===== src/hw/perf_count_pkg.sv =====
// Constants shared by the event counting block: widths, event numbers and reset values.
// Assumes the core pipeline supplies event occurrences on the same clock.
package perf_count_pkg;

  // ---------------------------------------------------------------
  // Widths
  // ---------------------------------------------------------------
  localparam int COUNTERS   = 4;
  localparam int CNT_W      = 64;
  localparam int SEL_W      = 6;
  localparam int NUM_EVENTS = 51;
  localparam int INC_W      = 2;

  // ---------------------------------------------------------------
  // Event numbers
  // ---------------------------------------------------------------
  localparam logic [SEL_W-1:0] EV_NONE    = 6'h00;
  localparam logic [SEL_W-1:0] EV_CYCLES  = 6'h01;
  localparam logic [SEL_W-1:0] EV_MAX     = 6'h32;

  // ---------------------------------------------------------------
  // Reset values
  // ---------------------------------------------------------------
  localparam logic             RST_GROUP_EN = 1'b1;
  localparam logic [SEL_W-1:0] RST_SEL      = 6'h00;
  localparam logic [CNT_W-1:0] RST_COUNT    = 64'h0;

endpackage : perf_count_pkg


===== src/hw/event_select_limit.sv =====
// Clamps a selector write to the highest supported event number.
// Assumes the write data comes from CSR logic on the same clock.
`timescale 1ns/1ps
module event_select_limit
(
  // Raw value
  input  wire logic [31:0]                   writeData,
  // Legal value
  output logic      [perf_count_pkg::SEL_W-1:0] legalSel
);
  wire tooLarge;

  assign tooLarge = writeData > 32'(perf_count_pkg::EV_MAX);
  assign legalSel = tooLarge ? perf_count_pkg::EV_MAX
                             : writeData[perf_count_pkg::SEL_W-1:0];
endmodule : event_select_limit


===== src/hw/event_mux.sv =====
// Selects the occurrence count of one event from the flattened event vector.
// Assumes entry 0 of the vector is tied to zero by the caller.
`timescale 1ns/1ps
module event_mux
(
  // Event occurrences, two bits per event
  input  wire logic [perf_count_pkg::NUM_EVENTS*perf_count_pkg::INC_W-1:0] eventCounts,
  // Selector
  input  wire logic [perf_count_pkg::SEL_W-1:0]                             sel,
  // Selected increment
  output logic      [perf_count_pkg::INC_W-1:0]                             inc
);
  wire inRange;

  assign inRange = sel <= perf_count_pkg::EV_MAX;
  assign inc     = inRange ? eventCounts[sel*perf_count_pkg::INC_W +: perf_count_pkg::INC_W]
                           : 2'h0;
endmodule : event_mux


===== src/hw/perf_event_select_count.sv =====
// Four 64-bit event counters with per-counter event selectors and a group enable.
// Assumes event inputs and CSR strobes are driven by core logic on ref_clk.
//
// Operation
// - Selector writes above event fifty store fifty instead.
// - Selector zero selects nothing; counter holds.
// - Event one counts every active clock cycle.
// - Events two and three count instruction cache hits and misses.
// - Events four to six count committed instructions, all, 16-bit, 32-bit.
// - Events seven and eight count aligned and decoded instructions.
// - Events nine to fourteen count muls, divs, loads, stores, misaligned ones.
// - Event fifteen counts committed ALU operations including nop and wfi.
// - Events sixteen to eighteen count the three CSR instruction kinds.
// - Events nineteen to twenty-three count ebreak, ecall, fence, fence.i, mret.
// - Events twenty-four to twenty-seven count branch kinds.
// - Events twenty-eight to thirty-two count front-end stall cycles.
// - Events thirty-three to thirty-six count freeze, buffer and DMA stalls.
// - Events thirty-seven to thirty-nine count exceptions, timer and external interrupts.
// - Events forty and forty-one count trap logic and branch error flushes.
// - Events forty-two to forty-six count bus transactions and errors.
// - Events forty-seven and forty-eight count instruction and data bus busy stalls.
// - Events forty-nine and fifty count interrupt-disabled and stalled cycles.
// - Group enable bit, reset one, gates all counters without changing values.
// - Each counter is 64 bits wide.
// - Counter increments after a read but before a write takes effect.
// - Halt state stops all counting, cycle counter included.
`timescale 1ns/1ps
module perf_event_select_count
(
  // Clock and reset
  input  wire logic                                        ref_clk,
  input  wire logic                                        rst,
  // Power management or firmware halt
  input  wire logic                                        coreHalted,
  // Instruction cache and front end
  input  wire logic                                        icacheHit,
  input  wire logic                                        icacheMiss,
  input  wire logic [1:0]                                  commitAll,
  input  wire logic [1:0]                                  commit16,
  input  wire logic [1:0]                                  commit32,
  input  wire logic [1:0]                                  alignedInstr,
  input  wire logic [1:0]                                  decodedInstr,
  // Committed single events
  input  wire logic                                        mulCommit,
  input  wire logic                                        divCommit,
  input  wire logic                                        loadCommit,
  input  wire logic                                        storeCommit,
  input  wire logic                                        misalignedLoad,
  input  wire logic                                        misalignedStore,
  input  wire logic [1:0]                                  aluCommit,
  input  wire logic                                        csrReadCommit,
  input  wire logic                                        csrReadWriteCommit,
  input  wire logic                                        csrWriteRd0Commit,
  input  wire logic                                        ebreakCommit,
  input  wire logic                                        ecallCommit,
  input  wire logic                                        fenceCommit,
  input  wire logic                                        fenceiCommit,
  input  wire logic                                        mretCommit,
  // Branches
  input  wire logic                                        branchCommit,
  input  wire logic                                        branchMispredict,
  input  wire logic                                        branchTaken,
  input  wire logic                                        branchUnpredictable,
  // Stall cycles
  input  wire logic                                        fetchStall,
  input  wire logic                                        alignerStall,
  input  wire logic                                        decodeStall,
  input  wire logic                                        postsyncStall,
  input  wire logic                                        presyncStall,
  input  wire logic                                        loadStoreUnitFreeze,
  input  wire logic                                        storeBufferStall,
  input  wire logic                                        dmaDataStall,
  input  wire logic                                        dmaFetchStall,
  // Traps and flushes
  input  wire logic                                        exceptionTaken,
  input  wire logic                                        timerIntTaken,
  input  wire logic                                        extIntTaken,
  input  wire logic                                        trapLogicUnitFlush,
  input  wire logic                                        branchErrorFlush,
  // Bus events
  input  wire logic                                        instrBusTrans,
  input  wire logic                                        dataBusTrans,
  input  wire logic                                        dataBusMisaligned,
  input  wire logic                                        instrBusError,
  input  wire logic                                        dataBusError,
  input  wire logic                                        instrBusBusy,
  input  wire logic                                        dataBusBusy,
  // Interrupt enable state
  input  wire logic                                        intDisabled,
  input  wire logic                                        intStalledDisabled,
  // CSR access to group enable
  input  wire logic                                        groupEnWrite,
  input  wire logic                                        groupEnData,
  // CSR access to selectors and counters
  input  wire logic [1:0]                                  csrIndex,
  input  wire logic                                        selWrite,
  input  wire logic [31:0]                                 selData,
  input  wire logic                                        cntWriteLo,
  input  wire logic                                        cntWriteHi,
  input  wire logic [31:0]                                 cntData,
  // State seen by software
  output logic                                             groupEnable,
  output logic [perf_count_pkg::COUNTERS*perf_count_pkg::SEL_W-1:0] eventSel,
  output logic [perf_count_pkg::COUNTERS*perf_count_pkg::CNT_W-1:0] counterValue
);

  // ---------------------------------------------------------------
  // Event vector
  // ---------------------------------------------------------------
  // One-bit events widen to two bits so every entry has the same slot.
  localparam int EVW = perf_count_pkg::NUM_EVENTS * perf_count_pkg::INC_W;

  wire [EVW-1:0] eventCounts;
  wire [1:0]     cycleTick;

  assign cycleTick = 2'h1;

  assign eventCounts = {
    {1'b0, intStalledDisabled},
    {1'b0, intDisabled},
    {1'b0, dataBusBusy},
    {1'b0, instrBusBusy},
    {1'b0, dataBusError},
    {1'b0, instrBusError},
    {1'b0, dataBusMisaligned},
    {1'b0, dataBusTrans},
    {1'b0, instrBusTrans},
    {1'b0, branchErrorFlush},
    {1'b0, trapLogicUnitFlush},
    {1'b0, extIntTaken},
    {1'b0, timerIntTaken},
    {1'b0, exceptionTaken},
    {1'b0, dmaFetchStall},
    {1'b0, dmaDataStall},
    {1'b0, storeBufferStall},
    {1'b0, loadStoreUnitFreeze},
    {1'b0, presyncStall},
    {1'b0, postsyncStall},
    {1'b0, decodeStall},
    {1'b0, alignerStall},
    {1'b0, fetchStall},
    {1'b0, branchUnpredictable},
    {1'b0, branchTaken},
    {1'b0, branchMispredict},
    {1'b0, branchCommit},
    {1'b0, mretCommit},
    {1'b0, fenceiCommit},
    {1'b0, fenceCommit},
    {1'b0, ecallCommit},
    {1'b0, ebreakCommit},
    {1'b0, csrWriteRd0Commit},
    {1'b0, csrReadWriteCommit},
    {1'b0, csrReadCommit},
    aluCommit,
    {1'b0, misalignedStore},
    {1'b0, misalignedLoad},
    {1'b0, storeCommit},
    {1'b0, loadCommit},
    {1'b0, divCommit},
    {1'b0, mulCommit},
    decodedInstr,
    alignedInstr,
    commit32,
    commit16,
    commitAll,
    {1'b0, icacheMiss},
    {1'b0, icacheHit},
    cycleTick,
    2'h0
  };

  // ---------------------------------------------------------------
  // Group enable
  // ---------------------------------------------------------------
  // Halt suspends counting but leaves software's enable choice intact.
  wire countEnable;

  assign countEnable = groupEnable & ~coreHalted;

  always_ff @(posedge ref_clk or posedge rst)
  begin
    if (rst)
      groupEnable <= perf_count_pkg::RST_GROUP_EN;
    else if (groupEnWrite)
      groupEnable <= groupEnData;
  end

  // ---------------------------------------------------------------
  // Selector clamp
  // ---------------------------------------------------------------
  wire [perf_count_pkg::SEL_W-1:0] legalSel;

  event_select_limit u_limit
  (
    .writeData (selData),
    .legalSel  (legalSel)
  );

  // ---------------------------------------------------------------
  // Counters
  // ---------------------------------------------------------------
  genvar gi;
  generate
    for (gi = 0; gi < perf_count_pkg::COUNTERS; gi++)
    begin : g_cnt
      logic [perf_count_pkg::SEL_W-1:0] sel;
      logic [perf_count_pkg::CNT_W-1:0] count;
      wire  [perf_count_pkg::INC_W-1:0] inc;
      wire  [perf_count_pkg::CNT_W-1:0] bumped;
      wire  [perf_count_pkg::CNT_W-1:0] next_count;
      wire                              hit;

      event_mux u_mux
      (
        .eventCounts (eventCounts),
        .sel         (sel),
        .inc         (inc)
      );

      assign hit    = csrIndex == 2'(gi);
      // Increment first, then let a write replace the half it targets.
      assign bumped = countEnable ? count + 64'(inc) : count;
      assign next_count = (hit & cntWriteLo) ? {bumped[63:32], cntData} :
                          (hit & cntWriteHi) ? {cntData, bumped[31:0]}  :
                          bumped;

      always_ff @(posedge ref_clk or posedge rst)
      begin
        if (rst)
        begin
          sel   <= perf_count_pkg::RST_SEL;
          count <= perf_count_pkg::RST_COUNT;
        end
        else
        begin
          if (hit & selWrite)
            sel <= legalSel;
          count <= next_count;
        end
      end

      assign eventSel[gi*perf_count_pkg::SEL_W +: perf_count_pkg::SEL_W]      = sel;
      assign counterValue[gi*perf_count_pkg::CNT_W +: perf_count_pkg::CNT_W]  = count;
    end
  endgenerate

endmodule : perf_event_select_count


===== config.mk =====
export PLATFORM = sky130hd
export DESIGN_NAME = perf_event_select_count
export DESIGN_NICKNAME = d
export VERILOG_FILES = /design/src/hw/perf_count_pkg.sv /design/src/hw/event_select_limit.sv /design/src/hw/event_mux.sv /design/src/hw/perf_event_select_count.sv
export SDC_FILE = /design/constraint.sdc
export NUM_CORES = 1
export LEC_CHECK = 0
export BUFFER_PORTS_ARGS = -buffer_cell sky130_fd_sc_hd__buf_4
export CAP_MARGIN = 20
export CORE_MARGIN = 5
export CORE_UTILIZATION = 60
export CTS_CLUSTER_SIZE = 10
export DETAILED_ROUTE_END_ITERATION = 6
export PLACE_DENSITY_LB_ADDON = 0.08
export REMOVE_ABC_BUFFERS = 1
export SLEW_MARGIN = 20
export SYNTH_ARGS = -nofsm -noshare
export SYNTH_HDL_FRONTEND = slang
export SYNTH_HIERARCHICAL = 1
export SYNTH_SLANG_ARGS = --single-unit
export TNS_END_PERCENT = 30

===== constraint.sdc =====
create_clock -name ref_clk -period 17.8 [get_ports ref_clk]
set_input_delay 3.56 -clock ref_clk [delete_from_list [all_inputs] [get_ports ref_clk]]
set_output_delay 3.56 -clock ref_clk [all_outputs]
set_load 0.1 [all_outputs]

-- Yosys cells after proc, flatten, opt, wreduce, memory -nomap -nowiden
Index checks and enable logic that the tools add are counted.
- add/subtract/negate cells: 4
- multipliers: 0
- divide/modulo/power cells: 0
- magnitude comparators: 5
- eq/ne operators: 3
- shift-type cells: 4
- muxes and demuxes: 17
- bitwise gates (word level): 14
- reduce and logical (&&, ||, !) cells: 1
- operator list (kind ; count):
    64-bit 2-to-1 mux ; 12
    102-bit by 8-bit indexed part select with 2-bit output ; 4
    64-bit by 2-bit adder with 64-bit output ; 4
    32-bit by 6-bit > comparator with 1-bit output, second input constant ; 1
    6-bit less-or-equal comparator, second input constant ; 4
    1-bit bitwise AND ; 13
    2-bit 2-to-1 mux ; 4
    6-bit 2-to-1 mux ; 1
    2-bit equality test, second input constant ; 2
    2-bit by 1-bit equality test with 1-bit output, second input constant ; 1
    2-bit logical NOT ; 1
    1-bit NOT ; 1
- register bits: 281
- latch bits: 0
- RAM bits: 0
- bits in read-only memories: 0
- input bits: 129
- output and inout port bits: 281
- memories kept: 0

-- Depth between registers and ports, before layout
- depth after elaboration: 6
- gate-level depth with buffers: 17
- gate-level depth less buffers: 13

-- Cells and area by module
The synthesis kept the hierarchy.
- by module, submodules not included (module ; instances ; cells each ; area each (sq um)):
    perf_event_select_count ; 1 ; 1824 ; 15752.6
    event_mux ; 4 ; 83 ; 969.7
    event_select_limit ; 1 ; 22 ; 143.9

-- Least setup slack after synthesis
Ideal clock, no wire load.
- path kind: input to register
- start: input port alignedInstr[1]
- end: register g_cnt[3].count[27] (netlist name)
- arrival time: 6.672 ns
- required time: 17.666 ns
- path slack: 10.993 ns
- stages on the path: 11
- cells stage by stage: mux4_2 mux2_4 a2111oi_4 a311oi_1 ha_1 a21oi_1 nor4_1 nand3_1 nor4_1 xnor2_1 o21ai_0
- word-level cells in the longest chain between the ends: 6
- ends and longest elaborated chain (element ; line ; source):
    from (decl) ; perf_event_select_count.sv:41 ; input wire logic [1:0] alignedInstr,
    102-bit by 8-bit indexed part select with 2-bit output ; event_mux.sv:16 ; assign inc = inRange ? eventCounts[sel*perf_count_pkg::INC_W +: perf_count_pkg::INC_W]
    2-bit 2-to-1 mux ; event_mux.sv:16 ;
    net g_cnt[3].inc (one bit) ; perf_event_select_count.sv:208 ; wire [perf_count_pkg::INC_W-1:0] inc;
    64-bit by 2-bit adder with 64-bit output ; perf_event_select_count.sv:222 ; assign bumped = countEnable ? count + 64'(inc) : count;
    64-bit 2-to-1 mux ; perf_event_select_count.sv:222 ;
    64-bit 2-to-1 mux ; perf_event_select_count.sv:224 ; (hit & cntWriteHi) ? {cntData, bumped[31:0]} :
    64-bit 2-to-1 mux ; perf_event_select_count.sv:223 ; assign next_count = (hit & cntWriteLo) ? {bumped[63:32], cntData} :
    to (signal assigned) ; perf_event_select_count.sv:232 ; count <= perf_count_pkg::RST_COUNT;
    to (signal assigned) ; perf_event_select_count.sv:238 ; count <= next_count;
    to (decl) ; perf_event_select_count.sv:207 ; logic [perf_count_pkg::CNT_W-1:0] count;
The timed path passes the listed nets, and every way through them passes these cells.
A chain may end at the register's enable or synchronous reset.

-- Worst setup path in the final report
- start: input port decodedInstr[1]
- end: register g_cnt[1].count[57] (netlist name)
- word-level cells in the longest chain between the ends: 6
- ends and longest elaborated chain (element ; line ; source):
    from (decl) ; perf_event_select_count.sv:42 ; input wire logic [1:0] decodedInstr,
    102-bit by 8-bit indexed part select with 2-bit output (*) ; event_mux.sv:16 ;
    2-bit 2-to-1 mux (*) ; event_mux.sv:16 ;
    net g_cnt[1].inc (one bit) ; perf_event_select_count.sv:208 ;
    64-bit by 2-bit adder with 64-bit output (*) ; perf_event_select_count.sv:222 ;
    64-bit 2-to-1 mux (*) ; perf_event_select_count.sv:222 ;
    64-bit 2-to-1 mux ; perf_event_select_count.sv:224 ;
    64-bit 2-to-1 mux (*) ; perf_event_select_count.sv:223 ;
    net g_cnt[1].next_count (one bit) ; perf_event_select_count.sv:210 ; wire [perf_count_pkg::CNT_W-1:0] next_count;
    to (signal assigned) ; perf_event_select_count.sv:232 ;
    to (signal assigned) ; perf_event_select_count.sv:238 ;
    to (decl) ; perf_event_select_count.sv:207 ;
The timed path passes the listed nets; every way through them passes the cells marked *.

==> run_results.csv <==
group,metric,value,unit
clock_tree,ctsLongestPathBuffers,3,
critical_path,endpoint_kind,"flop",
power_and_ir_drop,p_per_area,129.0,mW/mm²
yosys,yosysMostFrequentCell,"dfrtp_1",
clock_tree,cts_hold_buf,0,
timing,setup_viol,0,
timing,fin_crit,6931,ps
final_layout,utilization,75.26,%
power_and_ir_drop,p_sw,1702,µW
yosys,synth_common_cells,"dfrtp_1 (280), nor2_1 (247), nand2_1 (242), xnor2_1 (151), a21oi_1 (141)",
critical_path,start_kind,"input pin",
worst_hold_path,hold_class,"flop to flop",
critical_path,crit_slowest_cell,"nor4_1",
global_route,grt.total_usage,37.61,%
final_layout,final_cell_count_no_fill,3138,
power_and_ir_drop,internal_power,1458,µW
floorplanning,coreArea,0.03254,mm²
floorplanning,die_y,191.5,µm
yosys,synthArstFlopShare,100.0,%
power_and_ir_drop,p_leak,0.009860,µW
yosys,synth_edf_count,0,
placement,place_hpwl,50300,µm
global_route,grt_pass1_vias,18830,
floorplanning,die_area,0.03669,mm²
yosys,ys_seq_area_share,35.56,%
clock_tree,cts_root_buf,"clkbuf_16",
global_route,overflow,0,
routing,first_iter_violations,2058,
timing,fmax,144.3,MHz
critical_path,critical_path_arrival,7310,ps
final_layout,antenna_cells,0,
yosys,ys_warn_count,6,
timing,slew_viol_final,0,
yosys,yosysUniqueCellTypes,61,
timing,tightest_slew,978.0,ps
placement,io_buffer_count,409,
timing,skew,27.63,ps
global_route,grt_max_degree,100,
clock_tree,tritoncts_num_sinks,281,
routing,final_antenna_net_count,0,
global_route,antenna_found_initial,0,
yosys,synth_ff_type,"dfrtp_1",
timing,max-slew-margin-rel,34.80,%
clock_tree,cts_buffers,34,
placement,pre_cts_ws,10440,ps
floorplanning,row_count,66,
yosys,syn_inst,2178,
global_route,grt_pass1_wl,107400,µm
routing,wl_per_cell,22.36,µm
power_and_ir_drop,pwr-share-clk,19.7,%
routing,vias,19450,
critical_path,path_cells,"buf_4 > mux4_1 > mux2i_1 > nor2_1 > a2111oi_4 > a311oi_1 > ha_1 > a21oi_1 > nor4_1 > nand4_1 > nor4_1 > a31o_2 > a31oi_1",
timing,finalWorstSetupSlack,10870,ps
clock_tree,h-tree-depth,2,
yosys,syn_avg_cell_area,9.080,µm²
routing,finalWirelength,70180,µm
yosys,synth_area_leader_cell,"dfrtp_1",
run,maxCapViolCount,0,
final_layout,area_growth,23.83,%
clock_tree,post_cts_buffers,0,
run_status,status,"finished clean",
clock_tree,cts_tree,"yes",
power_and_ir_drop,combPwrFrac,49.6,%
final_layout,finalInstanceArea,0.02449,mm²
power_and_ir_drop,irDropWorstVdd,153.9,µV
critical_path,crit_required,18180,ps
placement,gp_congestion,0.9462,
routing,firstDrtPassIters,6,
yosys,synthTopCellsByArea,"dfrtp_1 (35%), mux4_2 (7.7%), xnor2_1 (6.7%), nor2_1 (4.7%), nand2_1 (4.6%)",
yosys,yosys_register_bits,281,
critical_path,crit_top_cell,"nor4_1",
critical_path,max_stage_delay,590,ps
routing,avgViaCountPerCell,6.198,
timing,final.setup.tns,0,ps
timing,period_share,38.94,%
clock_tree,clock_latency,530,ps
yosys,netlist_area,0.01978,mm²
placement,postPlaceCellArea,0.02355,mm²
timing,hold_viol,0,
floorplanning,die_w,191.5,µm
final_layout,drive_above_1_share,22.70,%
yosys,synth_top_area_share,35.43,%
clock_tree,cts.clk_slew.worst_paths,60,ps
routing,route.detailed.drc,0,
floorplanning,ios,410,
power_and_ir_drop,seq_power_share,30.7,%
timing,rsz0062_at_grt,"no",
critical_path,path_class,"input pin to flop",
final_layout,nets,2831,
floorplanning,start_util,60.78,%
critical_path,path_max_fanout,5,
power_and_ir_drop,swShare,53.86,%
clock_tree,post_cts_resized,0,
placement,dp_cells,3096,
## kinds of logic (layout without fill, tap and decap cells)
family,Yosys count,after routing,synth area share [%]
AO/OA/AOI/OAI,317,317,9.377
XOR/XNOR,245,245,10.85
adder cells (fa/ha/maj),12,12,0.9111
buffers and inverters,175,507,4.372
flip-flops,281,281,35.56
multiplexers,143,143,13.50
other,2,188,0.03798
AND/OR/NAND/NOR,1003,1003,25.39
## registers in the layout (all words and copies together), names as in the netlist
name / cells
g_cnt.sel: 24
g_cnt.count: 256
groupEnable: 1
## per-layer routing
| metal | share of wire [%] | vias to the layer above | GRT usage [%] |
|---|---|---|---|
| met4 | 6.1 | 0 | 19.53 |
| met2 | 46 | 1206 | 59.10 |
| li1 | - | 8697 | - |
| met3 | 11 | 271 | 8.875 |
| met5 | 0 | - | 0 |
| met1 | 37 | 9274 | 48.76 |
## cell usage in the layout, fill, tap and decap left out, drive strengths merged, types with 32 or more instances in the layout
cell    count
a21oi     141
and3       32
nand4      86
nor4       75
mux4       88
nand2     242
o21ai     119
xnor2     151
dfrtp     280
nand3     109
nor2b      40
mux2       37
nor3       80
xor2       94
clkbuf     39
conb      188
nor2      247
inv        37
buf       430
## area by class of cell
| type | count | area, µm² |
|---|---|---|
| Multi-Input combinational cell | 1908 | 12610 |
| Fill cell | 2468 | 8049 |
| Sequential cell | 281 | 7033 |
| Timing Repair Buffer | 430 | 3228 |
| Clock buffer | 39 | 890.9 |
| Tap cell | 442 | 553.0 |
| Inverter | 35 | 138.9 |
| Clock inverter | 3 | 36.28 |
## power groups by stage
stage | Combinational (µW) | Clock [µW] | Sequential [µW]
after floorplan | 292 | 0 | 1830
after global placement | 1540 | 0 | 964
after detailed placement | 1560 | 0 | 968
after CTS | 1570 | 625 | 961
after global routing | 1630 | 649 | 986
final | 1570 | 621 | 970
## path summary, 6_finish.rpt
check | from | end | slack, ps | cells after the start
max | decodedInstr[1] | g_cnt[1].count[57]$_DFF_PP0_ | 10870 | 13
min | g_cnt[2].count[0]$_DFFE_PP0P_ | g_cnt[2].count[0]$_DFFE_PP0P_ | 580 | 2
max reg2reg | g_cnt[3].sel[0]$_DFFE_PP0P_ | g_cnt[3].count[57]$_DFF_PP0_ | 13070 | 12
min reg2reg | g_cnt[2].count[0]$_DFFE_PP0P_ | g_cnt[2].count[0]$_DFFE_PP0P_ | 580 | 2
max in group asynchronous | rst | g_cnt[3].count[8]$_DFFE_PP0P_ | 12620 | 4
min in group asynchronous | rst | g_cnt[0].count[48]$_DFF_PP0_ | 3180 | 2
## worst max-delay path, delay by kind of cell
family                   cells  cell delay, ps
AND/OR/NAND/NOR              4            1480
multiplexers                 2             700
buffers and inverters        1             120
adder cells (fa/ha/maj)      1             340
AO/OA/AOI/OAI                5            1100
## metrics by stage
stage / total power, µW / hold slack [ps]
2_1_floorplan: 2122 / 902.5
3_3_place_gp: 2508 / 557.3
3_5_place_dp: 2529 / 570.7
4_1_cts: 3152 / 585.1
5_1_grt: 3262 / 612.8
6_report: 3160 / 584.6
(Power assumes the default switching activity.)
